[config.mk]
export PLATFORM = sky130hd
export DESIGN_NAME = upstream_bridge_error_handler
export DESIGN_NICKNAME = d
export VERILOG_FILES = /design/src/hdl/upstream_err_pkg.sv /design/src/hdl/upstream_bridge_error_handler.sv
export VERILOG_INCLUDE_DIRS = /design/src /design/src/hdl
export SDC_FILE = /design/constraint.sdc
export NUM_CORES = 1
export LEC_CHECK = 0
export BUFFER_PORTS_ARGS = -buffer_cell sky130_fd_sc_hd__clkbuf_2
export CORE_MARGIN = 4
export CORE_UTILIZATION = 54
export DETAILED_ROUTE_END_ITERATION = 8
export PLACE_DENSITY = 0.91
export REMOVE_ABC_BUFFERS = 1
export SYNTH_ARGS = -nofsm -noshare
export SYNTH_HDL_FRONTEND = slang
export SYNTH_SLANG_ARGS = --single-unit
[constraint.sdc]
create_clock -name MCLK -period 3.8 [get_ports MCLK]
set_clock_uncertainty 0.1 [all_clocks]
set_input_delay 0.38 -clock MCLK [delete_from_list [all_inputs] [get_ports MCLK]]
set_output_delay 0.38 -clock MCLK [all_outputs]
set_load 0.01 [all_outputs]
[src/hdl/upstream_err_cfg.svh]
// Offsets, bit positions and reset values of the upstream error block.
// Assumes Avalon-MM byte addresses with one aligned 32-bit word per register.
`ifndef UPSTREAM_ERR_CFG_SVH
`define UPSTREAM_ERR_CFG_SVH
`define OFS_SEC_STATUS   8'h00
`define OFS_SEC_MASK     8'h04
`define OFS_SEC_SEVERITY 8'h08
`define OFS_SEC_ERR_CTRL 8'h0C
`define OFS_SEC_HDR_LOG  8'h10
`define OFS_PRI_STATUS   8'h14
`define OFS_PRI_MASK     8'h18
`define OFS_PRI_SEVERITY 8'h1C
`define OFS_PCI_CSR      8'h20
`define OFS_SEC_PCI_STAT 8'h24
`define OFS_BRIDGE_CTRL  8'h28
`define OFS_DEV_CSR      8'h2C
`define BIT_PTR_VALID    7
`define BIT_SYS_ERR_EN   0
`define BIT_SIG_SYS_ERR  1
`define BIT_RCV_MABORT   2
`define BIT_RCV_TABORT   3
`define BIT_DET_PERR     0
`define BIT_SIG_TABORT   1
`define BIT_SEC_RTABORT  2
`define BIT_PERR_RESP_EN 0
`define BIT_MABORT_MODE  1
`define BIT_DISCARD_EN   2
`define BIT_FATAL_EN     0
`define BIT_NONFATAL_EN  1
`define BIT_FATAL_DET    2
`define BIT_NONFATAL_DET 3
`define RST_MASK         4'h0
`define RST_SEVERITY     4'h0
`define RST_BRIDGE_CTRL  3'h0
`endif

[src/hdl/upstream_err_pkg.sv]
// Types shared by the upstream error block.
// Assumes the cfg header supplies all offsets and bit positions.
package upstream_err_pkg;
    // Secondary causes, in status bit order; also the first-error pointer code.
    typedef enum logic [1:0] {
        CAUSE_PERR_SEEN,
        CAUSE_ADDR_PARITY,
        CAUSE_ATTR_PARITY,
        CAUSE_DISCARD_TIMEOUT
    } cause_type;
    typedef logic [3:0] cause_vec_type;
endpackage

[src/hdl/upstream_bridge_error_handler.sv]
// Upstream error handling for a bridge whose secondary side runs PCI.
// Assumes event inputs are one-cycle pulses from logic on MCLK.
`include "upstream_err_cfg.svh"

// Overview of operation
// - Master PERR does not stop completion forwarding.
// - Master PERR sets parity-assert-seen status.
// - Unmasked parity cause logs header if pointer invalid.
// - Unmasked cause sends message of its severity when reporting is enabled.
// - Poisoned completion: same logging, no message.
// - Message with system enable sets signalled system error.
// - Reported error sets fatal or nonfatal detected.
// - Address parity handled when parity response enabled.
// - Parity handling: target abort, discard, signalled abort.
// - Address or attribute parity sets detected parity.
// - Address and attribute parity have own bits.
// - Abort mode set: unsupported request gives abort.
// - Abort mode clear: unsupported read returns ones.
// - Abort mode clear: unsupported write completes, discarded.
// - Unsupported request always sets received master abort.
// - Completer abort sets secondary received target abort.
// - Completer abort: data so far, then abort.
// - Completion timeout handled like unsupported request.
// - Completion timeout sets status, reports by severity.
// - Discard timeout reports if unmasked or enabled.
module upstream_bridge_error_handler
    import upstream_err_pkg::*;
#(
    parameter int HDR_W = 32
)
(
    input  wire logic             MCLK,
    input  wire logic             SRST,
    input  wire logic [7:0]       AVS_ADDRESS,
    input  wire logic             AVS_READ,
    input  wire logic             AVS_WRITE,
    input  wire logic [31:0]      AVS_WRITEDATA,
    input  wire logic [3:0]       AVS_BYTEENABLE,
    output logic      [31:0]      AVS_READDATA,
    output logic                  AVS_WAITREQUEST,
    input  wire logic             RD_PERR,
    input  wire logic             RD_POISONED,
    input  wire logic [HDR_W-1:0] RD_HDR,
    input  wire logic             ADDR_PERR,
    input  wire logic             ATTR_PERR,
    input  wire logic [HDR_W-1:0] PCI_HDR,
    input  wire logic             CPL_UR,
    input  wire logic             CPL_CA,
    input  wire logic             CPL_TO,
    input  wire logic             REQ_IS_READ,
    input  wire logic             DT_TIMEOUT,
    output logic                  MSG_VALID,
    output logic                  MSG_FATAL,
    output logic                  TERM_VALID,
    output logic                  TERM_TARGET_ABORT,
    output logic                  TERM_ALL_ONES,
    output logic                  TERM_DISCARD,
    output logic                  STREAM_STOP
);
    cause_vec_type    sec_status;
    cause_vec_type    sec_mask;
    cause_vec_type    sec_sev;
    logic             ptr_valid;
    cause_type        first_error_pointer;
    logic [HDR_W-1:0] hdr_log;
    logic             completion_timeout_status;
    logic             pri_mask;
    logic             pri_sev;
    logic             system_error_enable;
    logic             signalled_system_error;
    logic             received_master_abort;
    logic             received_target_abort;
    logic             detected_parity_error;
    logic             signalled_target_abort;
    logic             sec_received_abort;
    logic             secondary_parity_response_enable;
    logic             master_abort_mode;
    logic             discard_timeout_syserr_enable;
    logic             fatal_report_enable;
    logic             nonfatal_report_enable;
    logic             fatal_detected;
    logic             nonfatal_detected;
    logic             served;
    logic             wr_now;
    logic [31:0]      wdat;
    logic [31:0]      next_rdata;
    cause_vec_type    sec_event;
    cause_vec_type    sec_hit;
    cause_vec_type    sec_report;
    logic [2:0]       log_event;
    logic             to_hit;
    logic             to_report;
    logic             any_report;
    logic             ur_like;
    logic             parity_abort;

    // Reporting is allowed by the system enable or the enable of matching severity.
    function automatic logic may_report(input logic fatal);
        may_report = system_error_enable |
                     (fatal ? fatal_report_enable : nonfatal_report_enable);
    endfunction

    function automatic logic reg_hit(input logic [7:0] offset);
        reg_hit = wr_now && (AVS_ADDRESS == offset);
    endfunction

    function automatic logic [31:0] lane_mask(input logic [3:0] be);
        lane_mask = {{8{be[3]}}, {8{be[2]}}, {8{be[1]}}, {8{be[0]}}};
    endfunction

    // A request waits exactly one cycle, then is served.
    assign AVS_WAITREQUEST = (AVS_READ | AVS_WRITE) & ~served;
    assign wr_now          = AVS_WRITE & served;
    assign wdat            = AVS_WRITEDATA & lane_mask(AVS_BYTEENABLE);

    always_ff @(posedge MCLK)
    begin
        if (SRST)
            served <= 1'b0;
        else
            served <= (AVS_READ | AVS_WRITE) & ~served;
    end

    always_comb
    begin
        next_rdata = 32'h0000_0000;
        case (AVS_ADDRESS)
            `OFS_SEC_STATUS:   next_rdata[3:0] = sec_status;
            `OFS_SEC_MASK:     next_rdata[3:0] = sec_mask;
            `OFS_SEC_SEVERITY: next_rdata[3:0] = sec_sev;
            `OFS_SEC_ERR_CTRL:
            begin
                next_rdata[1:0]            = first_error_pointer;
                next_rdata[`BIT_PTR_VALID] = ptr_valid;
            end
            `OFS_SEC_HDR_LOG:  next_rdata[HDR_W-1:0] = hdr_log;
            `OFS_PRI_STATUS:   next_rdata[0] = completion_timeout_status;
            `OFS_PRI_MASK:     next_rdata[0] = pri_mask;
            `OFS_PRI_SEVERITY: next_rdata[0] = pri_sev;
            `OFS_PCI_CSR:
            begin
                next_rdata[`BIT_SYS_ERR_EN]  = system_error_enable;
                next_rdata[`BIT_SIG_SYS_ERR] = signalled_system_error;
                next_rdata[`BIT_RCV_MABORT]  = received_master_abort;
                next_rdata[`BIT_RCV_TABORT]  = received_target_abort;
            end
            `OFS_SEC_PCI_STAT:
            begin
                next_rdata[`BIT_DET_PERR]    = detected_parity_error;
                next_rdata[`BIT_SIG_TABORT]  = signalled_target_abort;
                next_rdata[`BIT_SEC_RTABORT] = sec_received_abort;
            end
            `OFS_BRIDGE_CTRL:
            begin
                next_rdata[`BIT_PERR_RESP_EN] = secondary_parity_response_enable;
                next_rdata[`BIT_MABORT_MODE]  = master_abort_mode;
                next_rdata[`BIT_DISCARD_EN]   = discard_timeout_syserr_enable;
            end
            `OFS_DEV_CSR:
            begin
                next_rdata[`BIT_FATAL_EN]     = fatal_report_enable;
                next_rdata[`BIT_NONFATAL_EN]  = nonfatal_report_enable;
                next_rdata[`BIT_FATAL_DET]    = fatal_detected;
                next_rdata[`BIT_NONFATAL_DET] = nonfatal_detected;
            end
            default: next_rdata = 32'h0000_0000;
        endcase
    end

    always_ff @(posedge MCLK)
    begin
        if (SRST)
            AVS_READDATA <= 32'h0000_0000;
        else if (AVS_READ && !served)
            AVS_READDATA <= next_rdata;
    end

    // Software-owned controls.
    always_ff @(posedge MCLK)
    begin
        if (SRST)
        begin
            sec_mask <= `RST_MASK;
            sec_sev  <= `RST_SEVERITY;
            pri_mask <= 1'b0;
            pri_sev  <= 1'b0;
            system_error_enable              <= 1'b0;
            fatal_report_enable              <= 1'b0;
            nonfatal_report_enable           <= 1'b0;
            {discard_timeout_syserr_enable, master_abort_mode,
             secondary_parity_response_enable} <= `RST_BRIDGE_CTRL;
        end
        else
        begin
            if (reg_hit(`OFS_SEC_MASK))
                sec_mask <= wdat[3:0];
            if (reg_hit(`OFS_SEC_SEVERITY))
                sec_sev <= wdat[3:0];
            if (reg_hit(`OFS_PRI_MASK))
                pri_mask <= wdat[0];
            if (reg_hit(`OFS_PRI_SEVERITY))
                pri_sev <= wdat[0];
            if (reg_hit(`OFS_PCI_CSR))
                system_error_enable <= wdat[`BIT_SYS_ERR_EN];
            if (reg_hit(`OFS_DEV_CSR))
            begin
                fatal_report_enable    <= wdat[`BIT_FATAL_EN];
                nonfatal_report_enable <= wdat[`BIT_NONFATAL_EN];
            end
            if (reg_hit(`OFS_BRIDGE_CTRL))
            begin
                secondary_parity_response_enable <= wdat[`BIT_PERR_RESP_EN];
                master_abort_mode                <= wdat[`BIT_MABORT_MODE];
                discard_timeout_syserr_enable    <= wdat[`BIT_DISCARD_EN];
            end
        end
    end

    // Cause decode. Address or attribute parity is aborted only with parity response on.
    assign sec_event = {DT_TIMEOUT, ATTR_PERR, ADDR_PERR, RD_PERR};
    assign sec_hit[2:0] = sec_event[2:0] & ~sec_mask[2:0];
    assign sec_hit[3] = DT_TIMEOUT &
                        (~sec_mask[3] | discard_timeout_syserr_enable);
    assign log_event  = sec_hit[2:0];
    assign sec_report[0] = sec_hit[0] & ~RD_POISONED & may_report(sec_sev[0]);
    assign sec_report[1] = sec_hit[1] & may_report(sec_sev[1]);
    assign sec_report[2] = sec_hit[2] & may_report(sec_sev[2]);
    assign sec_report[3] = sec_hit[3] & may_report(sec_sev[3]);
    assign to_hit     = CPL_TO & ~pri_mask;
    assign to_report  = to_hit & may_report(pri_sev);
    assign any_report = (|sec_report) | to_report;
    assign ur_like    = CPL_UR | CPL_TO;
    assign parity_abort = (ADDR_PERR | ATTR_PERR) &
                          secondary_parity_response_enable;

    // Status bits are sticky; a set in the same cycle as a clear wins.
    always_ff @(posedge MCLK)
    begin
        if (SRST)
            sec_status <= 4'h0;
        else
            sec_status <= (sec_status &
                           ~(reg_hit(`OFS_SEC_STATUS) ? wdat[3:0] : 4'h0))
                          | sec_event;
    end

    always_ff @(posedge MCLK)
    begin
        if (SRST)
            completion_timeout_status <= 1'b0;
        else
            completion_timeout_status <= (completion_timeout_status &
                ~(reg_hit(`OFS_PRI_STATUS) & wdat[0])) | CPL_TO;
    end

    // Only the first unmasked parity cause is logged until software frees the pointer.
    always_ff @(posedge MCLK)
    begin
        if (SRST)
        begin
            ptr_valid           <= 1'b0;
            first_error_pointer <= CAUSE_PERR_SEEN;
            hdr_log             <= '0;
        end
        else if (!ptr_valid && (|log_event))
        begin
            ptr_valid <= 1'b1;
            if (log_event[0])
            begin
                first_error_pointer <= CAUSE_PERR_SEEN;
                hdr_log             <= RD_HDR;
            end
            else if (log_event[1])
            begin
                first_error_pointer <= CAUSE_ADDR_PARITY;
                hdr_log             <= PCI_HDR;
            end
            else
            begin
                first_error_pointer <= CAUSE_ATTR_PARITY;
                hdr_log             <= PCI_HDR;
            end
        end
        else if (reg_hit(`OFS_SEC_ERR_CTRL) && wdat[`BIT_PTR_VALID])
            ptr_valid <= 1'b0;
    end

    // One message per cycle of events; fatal wins when severities mix.
    always_ff @(posedge MCLK)
    begin
        if (SRST)
        begin
            MSG_VALID <= 1'b0;
            MSG_FATAL <= 1'b0;
        end
        else
        begin
            MSG_VALID <= any_report;
            MSG_FATAL <= (|(sec_report & sec_sev)) | (to_report & pri_sev);
        end
    end

    always_ff @(posedge MCLK)
    begin
        if (SRST)
        begin
            signalled_system_error <= 1'b0;
            received_master_abort  <= 1'b0;
            received_target_abort  <= 1'b0;
        end
        else
        begin
            signalled_system_error <= (signalled_system_error &
                ~(reg_hit(`OFS_PCI_CSR) & wdat[`BIT_SIG_SYS_ERR]))
                | (any_report & system_error_enable);
            received_master_abort <= (received_master_abort &
                ~(reg_hit(`OFS_PCI_CSR) & wdat[`BIT_RCV_MABORT]))
                | ur_like;
            received_target_abort <= (received_target_abort &
                ~(reg_hit(`OFS_PCI_CSR) & wdat[`BIT_RCV_TABORT]))
                | CPL_CA;
        end
    end

    always_ff @(posedge MCLK)
    begin
        if (SRST)
        begin
            detected_parity_error  <= 1'b0;
            signalled_target_abort <= 1'b0;
            sec_received_abort     <= 1'b0;
        end
        else
        begin
            detected_parity_error <= (detected_parity_error &
                ~(reg_hit(`OFS_SEC_PCI_STAT) & wdat[`BIT_DET_PERR]))
                | ADDR_PERR | ATTR_PERR;
            signalled_target_abort <= (signalled_target_abort &
                ~(reg_hit(`OFS_SEC_PCI_STAT) & wdat[`BIT_SIG_TABORT]))
                | parity_abort | (ur_like & master_abort_mode);
            sec_received_abort <= (sec_received_abort &
                ~(reg_hit(`OFS_SEC_PCI_STAT) & wdat[`BIT_SEC_RTABORT]))
                | CPL_CA;
        end
    end

    // Detection is flagged for unmasked errors even when no message may go out.
    always_ff @(posedge MCLK)
    begin
        if (SRST)
        begin
            fatal_detected    <= 1'b0;
            nonfatal_detected <= 1'b0;
        end
        else
        begin
            fatal_detected <= (fatal_detected &
                ~(reg_hit(`OFS_DEV_CSR) & wdat[`BIT_FATAL_DET]))
                | (|(sec_hit & sec_sev)) | (to_hit & pri_sev);
            nonfatal_detected <= (nonfatal_detected &
                ~(reg_hit(`OFS_DEV_CSR) & wdat[`BIT_NONFATAL_DET]))
                | (|(sec_hit & ~sec_sev)) | (to_hit & ~pri_sev);
        end
    end

    // Termination seen by the PCI master. PERR on a completion never stops it.
    always_ff @(posedge MCLK)
    begin
        if (SRST)
        begin
            TERM_VALID        <= 1'b0;
            TERM_TARGET_ABORT <= 1'b0;
            TERM_ALL_ONES     <= 1'b0;
            TERM_DISCARD      <= 1'b0;
            STREAM_STOP       <= 1'b0;
        end
        else
        begin
            TERM_VALID        <= ur_like | CPL_CA | parity_abort;
            TERM_TARGET_ABORT <= (ur_like & master_abort_mode) | CPL_CA
                                 | parity_abort;
            TERM_ALL_ONES     <= ur_like & ~master_abort_mode & REQ_IS_READ;
            TERM_DISCARD      <= (ur_like & ~master_abort_mode & ~REQ_IS_READ)
                                 | parity_abort;
            STREAM_STOP       <= CPL_CA;
        end
    end
endmodule // upstream_bridge_error_handler

==> impl_metrics.csv, run 1 <==
group,metric,value,unit
setup_path,cp_slowest_stage_delay,540,ps
die,pin_count,161,
hold_path,hold-path-cell-count,3,
final_layout,n_antenna_cell,0,
power_and_ir_drop,p_leak,2.45,nW
timing,grt_setup_unrepaired,"false",
clock_tree,cts_resized,0,
timing,max-slew-margin-rel,0.366,
synthesis,yosysSeqAreaShare,0.442,
placed_design,pre_cts_ws,1600,ps
setup_path,r2r_cells,5,
die,die_h,101,um
timing,maxSlewViolCount,0,
detailed_routing,ant_nets,0,
detailed_routing,drc,0,
clock_tree,clock-root-buffer,"clkbuf_8",
synthesis,synth.distinct_cells,51,
setup_path,cp-end-kind,"flop",
setup_path,critPathArrivalTime,2120,ps
global_routing,antenna_found_initial,0,
clock_tree,cts_tree,"done",
power_and_ir_drop,peakVddDrop,0.228,mV
setup_path,critPathLaunchType,"flop",
setup_path,critPathMaxFanout,65,
synthesis,synth_top_area_frac,0.442,
power_and_ir_drop,finalPower,2.12,mW
die,core,8340,sq um
synthesis,yosys_register_bits,104,
global_routing,grt_pass1_wl,19800,um
die,die_area,10300,sq um
synthesis,syn_avg_cell_area,9.39,sq um
synthesis,synth-async-reset-ratio,0,
final_layout,final_nets,731,
clock_tree,cts_setup_buffers,0,
global_routing,grt_max_degree,66,
synthesis,synth-edff-count,0,
clock_tree,cts.clk_slew.worst_paths,120,ps
timing,finalHoldViolCount,0,
clock_tree,cts_buffer_depth,2,
die,start_util,0.564,
detailed_routing,wl,12500,um
synthesis,netlist_top_cells_area,"dfxtp_1 44%, mux2i_1 11%, nor2_1 7.3%",
final_layout,synthToLayoutAreaGrowth,18.5,%
clock_tree,clkSinkCount,104,
final_layout,final_util,0.668,
placed_design,gp_congestion,0.952,
timing,period_share,0.510,
detailed_routing,num_vias,4330,
power_and_ir_drop,p_per_area,381,nW/um^2
detailed_routing,via_per_inst,6.01,
detailed_routing,drtIter0Drc,296,
setup_path,cp_cell_sequence,"nand2b_1, a31oi_4, buf_4, nor2_1, a211oi_1",
clock_tree,hold_buffers,0,
setup_path,critical_path_class,"reg2reg",
setup_path,r2r_slack,1860,ps
hold_path,hold_path_end,"sec_status[0]",
clock_tree,clock_latency,370,ps
die,die-width,101,um
timing,setup_viol,0,
setup_path,r2r_end,"hdr_log[17]",
timing,setup_slack,1860,ps
clock_tree,cts_buffers,9,
synthesis,synth_flop_cell,"dfxtp_1",
synthesis,yosys_warnings,0,
placed_design,place_hpwl,8980,um
detailed_routing,routedWlPerCell,17.3,um
detailed_routing,firstDrtPassIters,6,
timing,worst_pin_slew,951,ps
timing,fin_crit,1940,ps
run,cap_viol_max_count,0,
hold_path,holdCritStartpoint,"RD_PERR",
timing,fmaxAchievable,516,MHz
hold_path,hp-class,"in2reg",
setup_path,startpoint,"sec_mask[1]",
synthesis,synth_area,4710,sq um
clock_tree,h-tree-depth,3,
setup_path,critPathSlowestCell,"buf_4",
synthesis,synthCells,501,
setup_path,worstReg2RegStart,"sec_mask[1]",
placed_design,port-buffer-count,130,
final_layout,layout-drive-gt1-share,0.289,
synthesis,yosys.area.top_type,"dfxtp_1",
global_routing,grt_usage,0.239,
outcome,status,"completed",
die,rows,33,
setup_path,crit_required,3990,ps
global_routing,grt_pass1_vias,4178,
global_routing,grt_overflow,0,
-- state kept, by name, indices dropped and copies added (netlist names), 2 cells and up --
| name | cells |
|---|---|
| AVS_READDATA | 32 |
| first_error_pointer | 2 |
| hdr_log | 32 |
| sec_mask | 4 |
| sec_sev | 4 |
| sec_status | 4 |
-- critical path, delay by kind of cell (launching register included) --
| kind | cells | cell delay, ps |
|---|---|---|
| buf+inv | 1 | 540 |
| simple gates | 2 | 350 |
| flops | 1 | 350 |
| compound gates | 2 | 510 |
-- synthesized netlist by cell type (all sizes together), types with 5 or more instances --
master	instances
nand3b	5
nor2b	9
a22oi	28
mux2i	53
a31oi	10
nor2	92
and2	5
o21ai	15
nand2b	5
a211oi	35
nand3	12
dfxtp	104
a21oi	17
nand2	6
buf	21
inv	11
clkbuf	17
-- worst max path at each step --
| stage | endpoint | slack [ps] | cells after the start |
|---|---|---|---|
| finish | hdr_log[17] | 1860 | 5 |
| global route | hdr_log[29] | 1720 | 5 |
| CTS | hdr_log[31] | 1870 | 5 |
| detailed placement | sec_mask[2] | 1600 | 5 |
| global placement | AVS_READDATA[10] | 1670 | 6 |
| floorplan | hdr_log[0] | -1050 | 3 |
-- stage by stage --
stage	setup TNS, ps	std cells	hold WS (ps)	instance area (sq um)
2_1_floorplan	-34660	463	343	4520
3_5_place_dp	0	704	362	5380
6_report	0	720	152	5580
5_1_grt	0	720	167	5580
3_3_place_gp	0	704	349	5380
4_1_cts	0	720	147	5580
-- layout make-up --
type,instances,area (sq um)
sequential,104,2080
multi-input combinational,348,2410
clock buffer,9,124
clock inverter,7,73.8
inverter,11,41.3
tap,105,131
timing repair buffer,136,708
fill,668,2770
-- placed cells by master (no fill, tap or decap), drive strengths merged, types with 2 or more instances in the layout --
cell	n
a211oi	35
a21o	2
a21oi	17
a22o	2
a22oi	28
a311oi	4
a31oi	10
a32o	2
a41o	2
and2	5
and3	3
buf	7
clkbuf	138
clkinv	2
clkinvlp	2
dfxtp	104
inv	14
mux2	4
mux2i	53
mux4	3
nand2	6
nand2b	5
nand3	12
nand3b	5
nand4	4
nor2	92
nor2b	9
nor3	4
nor4b	4
nor4bb	2
o21ai	15
o21bai	3
o2bb2ai	2
or3	3
-- power by group --
part           internal (mW)  total (mW)  switching (mW)
combinational          0.112       0.268           0.156
clock                  0.259       0.682           0.423
sequential              1.14        1.17          0.0315
total                   1.51        2.12           0.611
-- routing by layer --
layer  vias to the layer above  GRT usage  part of all wire
met1                      2009      0.303              0.40
met4                         0     0.0910             0.025
met3                        42     0.0468             0.088
li1                       2054          -                 -
met5                         -          0                 0
met2                       225      0.402              0.49
-- kinds of logic after synthesis --
logic type / Yosys count / synth area share
AO/OA/AOI/OAI: 128 / 0.200
buffers and inverters: 49 / 0.0481
flip-flops: 104 / 0.442
multiplexers: 60 / 0.137
AND/OR/NAND/NOR: 160 / 0.172
(Power assumes the default switching activity.)
==> inputs of run 2 (changes only) <==
--- a/config.mk
+++ b/config.mk
@@ -8,9 +8,9 @@
 export LEC_CHECK = 0
 export BUFFER_PORTS_ARGS = -buffer_cell sky130_fd_sc_hd__clkbuf_2
 export CORE_MARGIN = 4
-export CORE_UTILIZATION = 54
+export CORE_UTILIZATION = 50
 export DETAILED_ROUTE_END_ITERATION = 8
-export PLACE_DENSITY = 0.91
+export PLACE_DENSITY = 0.86
 export REMOVE_ABC_BUFFERS = 1
 export SYNTH_ARGS = -nofsm -noshare
 export SYNTH_HDL_FRONTEND = slang
==> constraint.sdc (replaced) <==
create_clock -name MCLK -period 1.8 [get_ports MCLK]
set_clock_uncertainty 0.1 [all_clocks]
set_input_delay 0.18 -clock MCLK [delete_from_list [all_inputs] [get_ports MCLK]]
set_output_delay 0.18 -clock MCLK [all_outputs]
set_load 0.01 [all_outputs]
==> impl_metrics.csv, run 2 (synthesized netlist as in run 1, its figures left out) <==
group,metric,value,unit
outcome,status,"completed",
final_layout,n_antenna_cell,0,
setup_path,critPathLaunchType,"primary input",
final_layout,layout_common_cells,"129 x clkbuf_2, 104 x dfxtp_1, 92 x nor2_1, 53 x mux2i_1, 35 x a211oi_1",
timing,whs,15.5,ps
timing,worst_pin_slew,503,ps
setup_path,r2r_cells,4,
timing,period_share,0.914,
setup_path,critPathTopFamily,"buffers and inverters",
clock_tree,h-tree-depth,3,
clock_tree,cts.clk_slew.worst_paths,110,ps
timing,setup_viol,0,
setup_path,critical_path_class,"in2reg",
final_layout,largestRegisters,"AVS_READDATA: 32 flops, hdr_log: 32 flops",
setup_path,critPathArrivalTime,1830,ps
global_routing,grt_pass1_wl,20800,um
detailed_routing,drc,0,
detailed_routing,firstDrtPassIters,4,
setup_path,path_depth,7,
clock_tree,cts_tree,"done",
final_layout,final_util,0.641,
setup_path,r2r_end,"signalled_system_error",
placed_design,post_dp_cell_area,5620,sq um
setup_path,crit_buf_inv,3,
setup_path,worstReg2RegStart,"pri_sev",
hold_path,hold_path_end,"sec_status[2]",
final_layout,final_common_cell,"clkbuf_2",
placed_design,place_hpwl,9440,um
setup_path,critPathMaxFanout,32,
hold_path,holdCritStartpoint,"ATTR_PERR",
die,die_area,11000,sq um
placed_design,port-buffer-count,130,
setup_path,cp-end-kind,"flop",
global_routing,grt_max_degree,40,
clock_tree,cts_buffer_depth,2,
die,die-width,105,um
detailed_routing,via_per_inst,5.75,
setup_path,crit_required,1990,ps
timing,fin_crit,1650,ps
detailed_routing,ant_nets,0,
final_layout,final_area,5890,sq um
run,cap_viol_max_count,0,
hold_path,hp-class,"in2reg",
final_layout,synthToLayoutAreaGrowth,25.2,%
clock_tree,clock_latency,370,ps
die,die_h,105,um
detailed_routing,drtIter0Drc,277,
power_and_ir_drop,p_per_area,792,nW/um^2
timing,finalHoldViolCount,0,
clock_tree,cts_setup_buffers,0,
timing,maxSlewViolCount,0,
timing,max-slew-margin-rel,0.665,
die,core,9200,sq um
placed_design,place_inst,731,
setup_path,cp_slowest_stage_delay,520,ps
power_and_ir_drop,p_leak,2.62,nW
final_layout,layout-drive-gt1-share,0.312,
clock_tree,cts_buffers,9,
clock_tree,clkSinkCount,104,
die,start_util,0.512,
final_layout,final_nets,757,
setup_path,r2r_slack,160,ps
global_routing,grt_overflow,0,
global_routing,grt_pass1_vias,4169,
detailed_routing,wl,12700,um
detailed_routing,num_vias,4322,
global_routing,grt_usage,0.231,
timing,fmaxAchievable,608,MHz
detailed_routing,routedWlPerCell,16.9,um
timing,grt_setup_unrepaired,"false",
timing,setup_tns,0,ps
global_routing,antenna_found_initial,0,
setup_path,cp_cell_sequence,"dlygate4sd3_1, clkbuf_2, nand2b_2, a31oi_4, buf_12, nor2_1, a211oi_1",
hold_path,hold-path-cell-count,3,
power_and_ir_drop,peakVddDrop,0.496,mV
final_layout,final_cells,752,
die,pin_count,161,
setup_path,critPathSlowestCell,"dlygate4sd3_1",
die,rows,35,
clock_tree,clock-root-buffer,"clkbuf_8",
placed_design,gp_congestion,0.967,
run 2: cell type report:
| cell class | instances | area [sq um] |
|---|---|---|
| Fill cell | 784 | 3300 |
| Timing Repair Buffer | 162 | 991 |
| Multi-Input combinational cell | 348 | 2420 |
| Tap cell | 111 | 139 |
| Sequential cell | 104 | 2080 |
| Inverter | 11 | 41.3 |
| Clock buffer | 9 | 124 |
| Clock inverter | 7 | 93.8 |
run 2: worst reg2reg max path, cell delays in order (launching register included):
cell	delay [ps]
dfxtp_1	350
mux2_2	330
o21ai_0	200
nor4bb_2	400
a311oi_1	140
run 2: how the worst max path moves through the flow:
stage                         startpoint                     end  slack [ps]
after floorplan              sec_mask[0]              hdr_log[0]       -3050
after global placement    AVS_ADDRESS[2]         AVS_READDATA[9]         140
after detailed placement  AVS_ADDRESS[2]        AVS_READDATA[11]          90
after CTS                        pri_sev  signalled_system_error         140
after global routing             pri_sev  signalled_system_error          50
final                            RD_PERR             hdr_log[21]         150
run 2: per-layer routing:
layer	vias to the layer above	GRT usage	wire length (um)
li1	2094	-	-
met3	22	0.0574	1030
met2	175	0.369	6010
met4	0	0.0712	294
met5	-	0	0
met1	2031	0.307	5350
run 2: where the power goes:
part           total, mW  leakage, nW  internal (mW)  switching, mW
combinational      0.632         1.66          0.287          0.345
sequential          2.47        0.853           2.41         0.0635
clock               1.56        0.107          0.682          0.878
run 2: through the flow:
stage	power, mW	setup WS, ps
2_1_floorplan	2.82	-3050
3_3_place_gp	3.12	138
3_5_place_dp	3.15	87.8
4_1_cts	4.70	136
5_1_grt	4.87	48.0
6_report	4.67	155
run 2: repair_timing:
action | CTS | global route
hold buffers | 5 | 0
endpoints found under the setup margin | 0 | 1
hold endpoints to repair | 6 | 0
gates resized for setup | 0 | 1
==> inputs of run 3 (changes only) <==
--- a/config.mk
+++ b/config.mk
@@ -8,10 +8,11 @@
 export LEC_CHECK = 0
 export BUFFER_PORTS_ARGS = -buffer_cell sky130_fd_sc_hd__clkbuf_2
 export CORE_MARGIN = 4
-export CORE_UTILIZATION = 50
+export CORE_UTILIZATION = 54
 export DETAILED_ROUTE_END_ITERATION = 8
-export PLACE_DENSITY = 0.86
+export PLACE_DENSITY = 0.91
 export REMOVE_ABC_BUFFERS = 1
+export SKIP_CTS_REPAIR_TIMING = 1
 export SYNTH_ARGS = -nofsm -noshare
 export SYNTH_HDL_FRONTEND = slang
 export SYNTH_SLANG_ARGS = --single-unit
==> constraint.sdc (replaced) <==
create_clock -name MCLK -period 2.01 [get_ports MCLK]
set_clock_uncertainty 0.1 [all_clocks]
set_input_delay 0.201 -clock MCLK [delete_from_list [all_inputs] [get_ports MCLK]]
set_output_delay 0.201 -clock MCLK [all_outputs]
set_load 0.01 [all_outputs]
==> impl_metrics.csv, run 3 (synthesized netlist as in run 1, its figures left out) <==
group,metric,value,unit
detailed_routing,ant_nets,0,
timing,grt_setup_unrepaired,"false",
detailed_routing,wl,12900,um
timing,setup_slack,231,ps
detailed_routing,firstDrtPassIters,5,
placed_design,gp_congestion,0.930,
final_layout,layout-drive-gt1-share,0.302,
setup_path,critPathMaxFanout,5,
clock_tree,cts_buffer_depth,2,
global_routing,grt_pass1_vias,4401,
timing,worst_pin_slew,580,ps
setup_path,cp_cell_sequence,"mux2_2, o21ai_0, nor4bb_1, a311oi_1",
timing,setup_viol,0,
timing,finalHoldViolCount,0,
clock_tree,clock-root-buffer,"clkbuf_8",
detailed_routing,routedWlPerCell,17.5,um
setup_path,critPathSlowestCell,"nor4bb_1",
power_and_ir_drop,p_comb_frac,0.131,
timing,fin_crit,1780,ps
setup_path,critPathLaunchType,"flop",
global_routing,grt_overflow,0,
hold_path,hold-path-cell-count,3,
power_and_ir_drop,finalPower,4.15,mW
final_layout,multi_input_area,2410,sq um
timing,max-slew-margin-rel,0.614,
clock_tree,cts_buffers,9,
placed_design,port-buffer-count,130,
final_layout,final_common_cell,"clkbuf_2",
die,die-width,101,um
power_and_ir_drop,p_per_area,724,nW/um^2
outcome,status,"completed",
die,core,8340,sq um
final_layout,final_area,5740,sq um
die,pin_count,161,
final_layout,seq_area,2080,sq um
clock_tree,cts.clk_slew.worst_paths,110,ps
setup_path,critPathArrivalTime,1910,ps
setup_path,critPathTopFamily,"simple AND/OR/NAND/NOR gates",
final_layout,largestRegisters,"AVS_READDATA: 32 flops, hdr_log: 32 flops",
global_routing,grt_max_degree,57,
detailed_routing,via_per_inst,5.92,
setup_path,worstReg2RegStart,"pri_sev",
power_and_ir_drop,seqPwrFrac,0.534,
power_and_ir_drop,peakVddDrop,0.346,mV
die,die_h,101,um
power_and_ir_drop,p_leak,2.54,nW
timing,period_share,0.885,
clock_tree,clock_latency,370,ps
placed_design,post_dp_cell_area,5510,sq um
final_layout,layout_common_cells,"129 x clkbuf_2, 104 x dfxtp_1, 92 x nor2_1, 53 x mux2i_1, 35 x a211oi_1",
global_routing,grt_pass1_wl,20700,um
power_and_ir_drop,switching_power,1.13,mW
power_and_ir_drop,p_sw_frac,0.272,
power_and_ir_drop,pwr-share-clk,0.336,
die,start_util,0.564,
detailed_routing,drc,0,
die,rows,33,
die,die_area,10300,sq um
setup_path,cp_slowest_stage_delay,440,ps
timing,maxSlewViolCount,0,
final_layout,synthToLayoutAreaGrowth,21.9,%
placed_design,pre_cts_ws,235,ps
final_layout,n_antenna_cell,0,
final_layout,final_nets,745,
hold_path,hold_path_end,"STREAM_STOP",
hold_path,holdCritStartpoint,"CPL_CA",
setup_path,crit_required,2150,ps
setup_path,crit_buf_inv,0,
setup_path,r2r_cells,4,
global_routing,grt_usage,0.252,
detailed_routing,num_vias,4343,
global_routing,antenna_found_initial,0,
setup_path,critical_path_class,"reg2reg",
clock_tree,h-tree-depth,3,
timing,fmaxAchievable,562,MHz
setup_path,r2r_slack,230,ps
detailed_routing,drtIter0Drc,243,
setup_path,r2r_end,"signalled_system_error",
final_layout,nFillCells,648,
clock_tree,clkSinkCount,104,
power_and_ir_drop,p_int,3.02,mW
timing,whs,4.41,ps
clock_tree,cts_tree,"done",
placed_design,place_hpwl,9600,um
setup_path,cp-end-kind,"flop",
run,cap_viol_max_count,0,
hold_path,hp-class,"in2reg",
==> run 3: tightest hold or removal path, cell delays in order <==
cell and delay [ps]:
clkbuf_2 80, inv_1 70, nor2_1 100
==> run 3: worst max-delay path by stage <==
stage,start,endpoint,slack [ps],depth (start not counted)
global placement,AVS_ADDRESS[2],sec_sev[0],230,6
detailed placement,AVS_ADDRESS[2],sec_sev[0],230,6
floorplan,sec_mask[0],hdr_log[0],-2840,3
CTS,pri_sev,signalled_system_error,260,4
finish,pri_sev,signalled_system_error,230,4
global route,pri_sev,signalled_system_error,70,4
==> run 3: through the flow <==
stage	utilization	cells	TNS, ps
global placement	0.660	716	0
detailed placement	0.660	716	0
CTS	0.686	732	0
global route	0.688	734	0
floorplan	-	463	-95200
finish	0.688	734	0
==> run 3: per-layer routing <==
metal | vias up | routed length, um | share of wire | global-route usage
met2 | 228 | 6010 | 0.47 | 0.421
met5 | - | 0 | 0 | 0
li1 | 2074 | - | - | -
met3 | 44 | 1160 | 0.090 | 0.0675
met1 | 1997 | 5220 | 0.41 | 0.307
met4 | 0 | 460 | 0.036 | 0.109
==> run 3: cell type report <==
class,count,area share
timing repair buffer,150,0.149
sequential,104,0.363
clock buffer,10,0.0240
inverter,11,0.00720
multi-input combinational,348,0.421
clock inverter,6,0.0131
tap,105,0.0229
==> run 3: power groups by stage <==
stage	clock network, mW	logic (mW)	registers [mW]
final	1.39	0.543	2.22
after CTS	1.41	0.536	2.22
after detailed placement	0	0.531	2.27
after floorplan	0	0.274	2.25
after global placement	0	0.509	2.26
after global routing	1.49	0.598	2.23
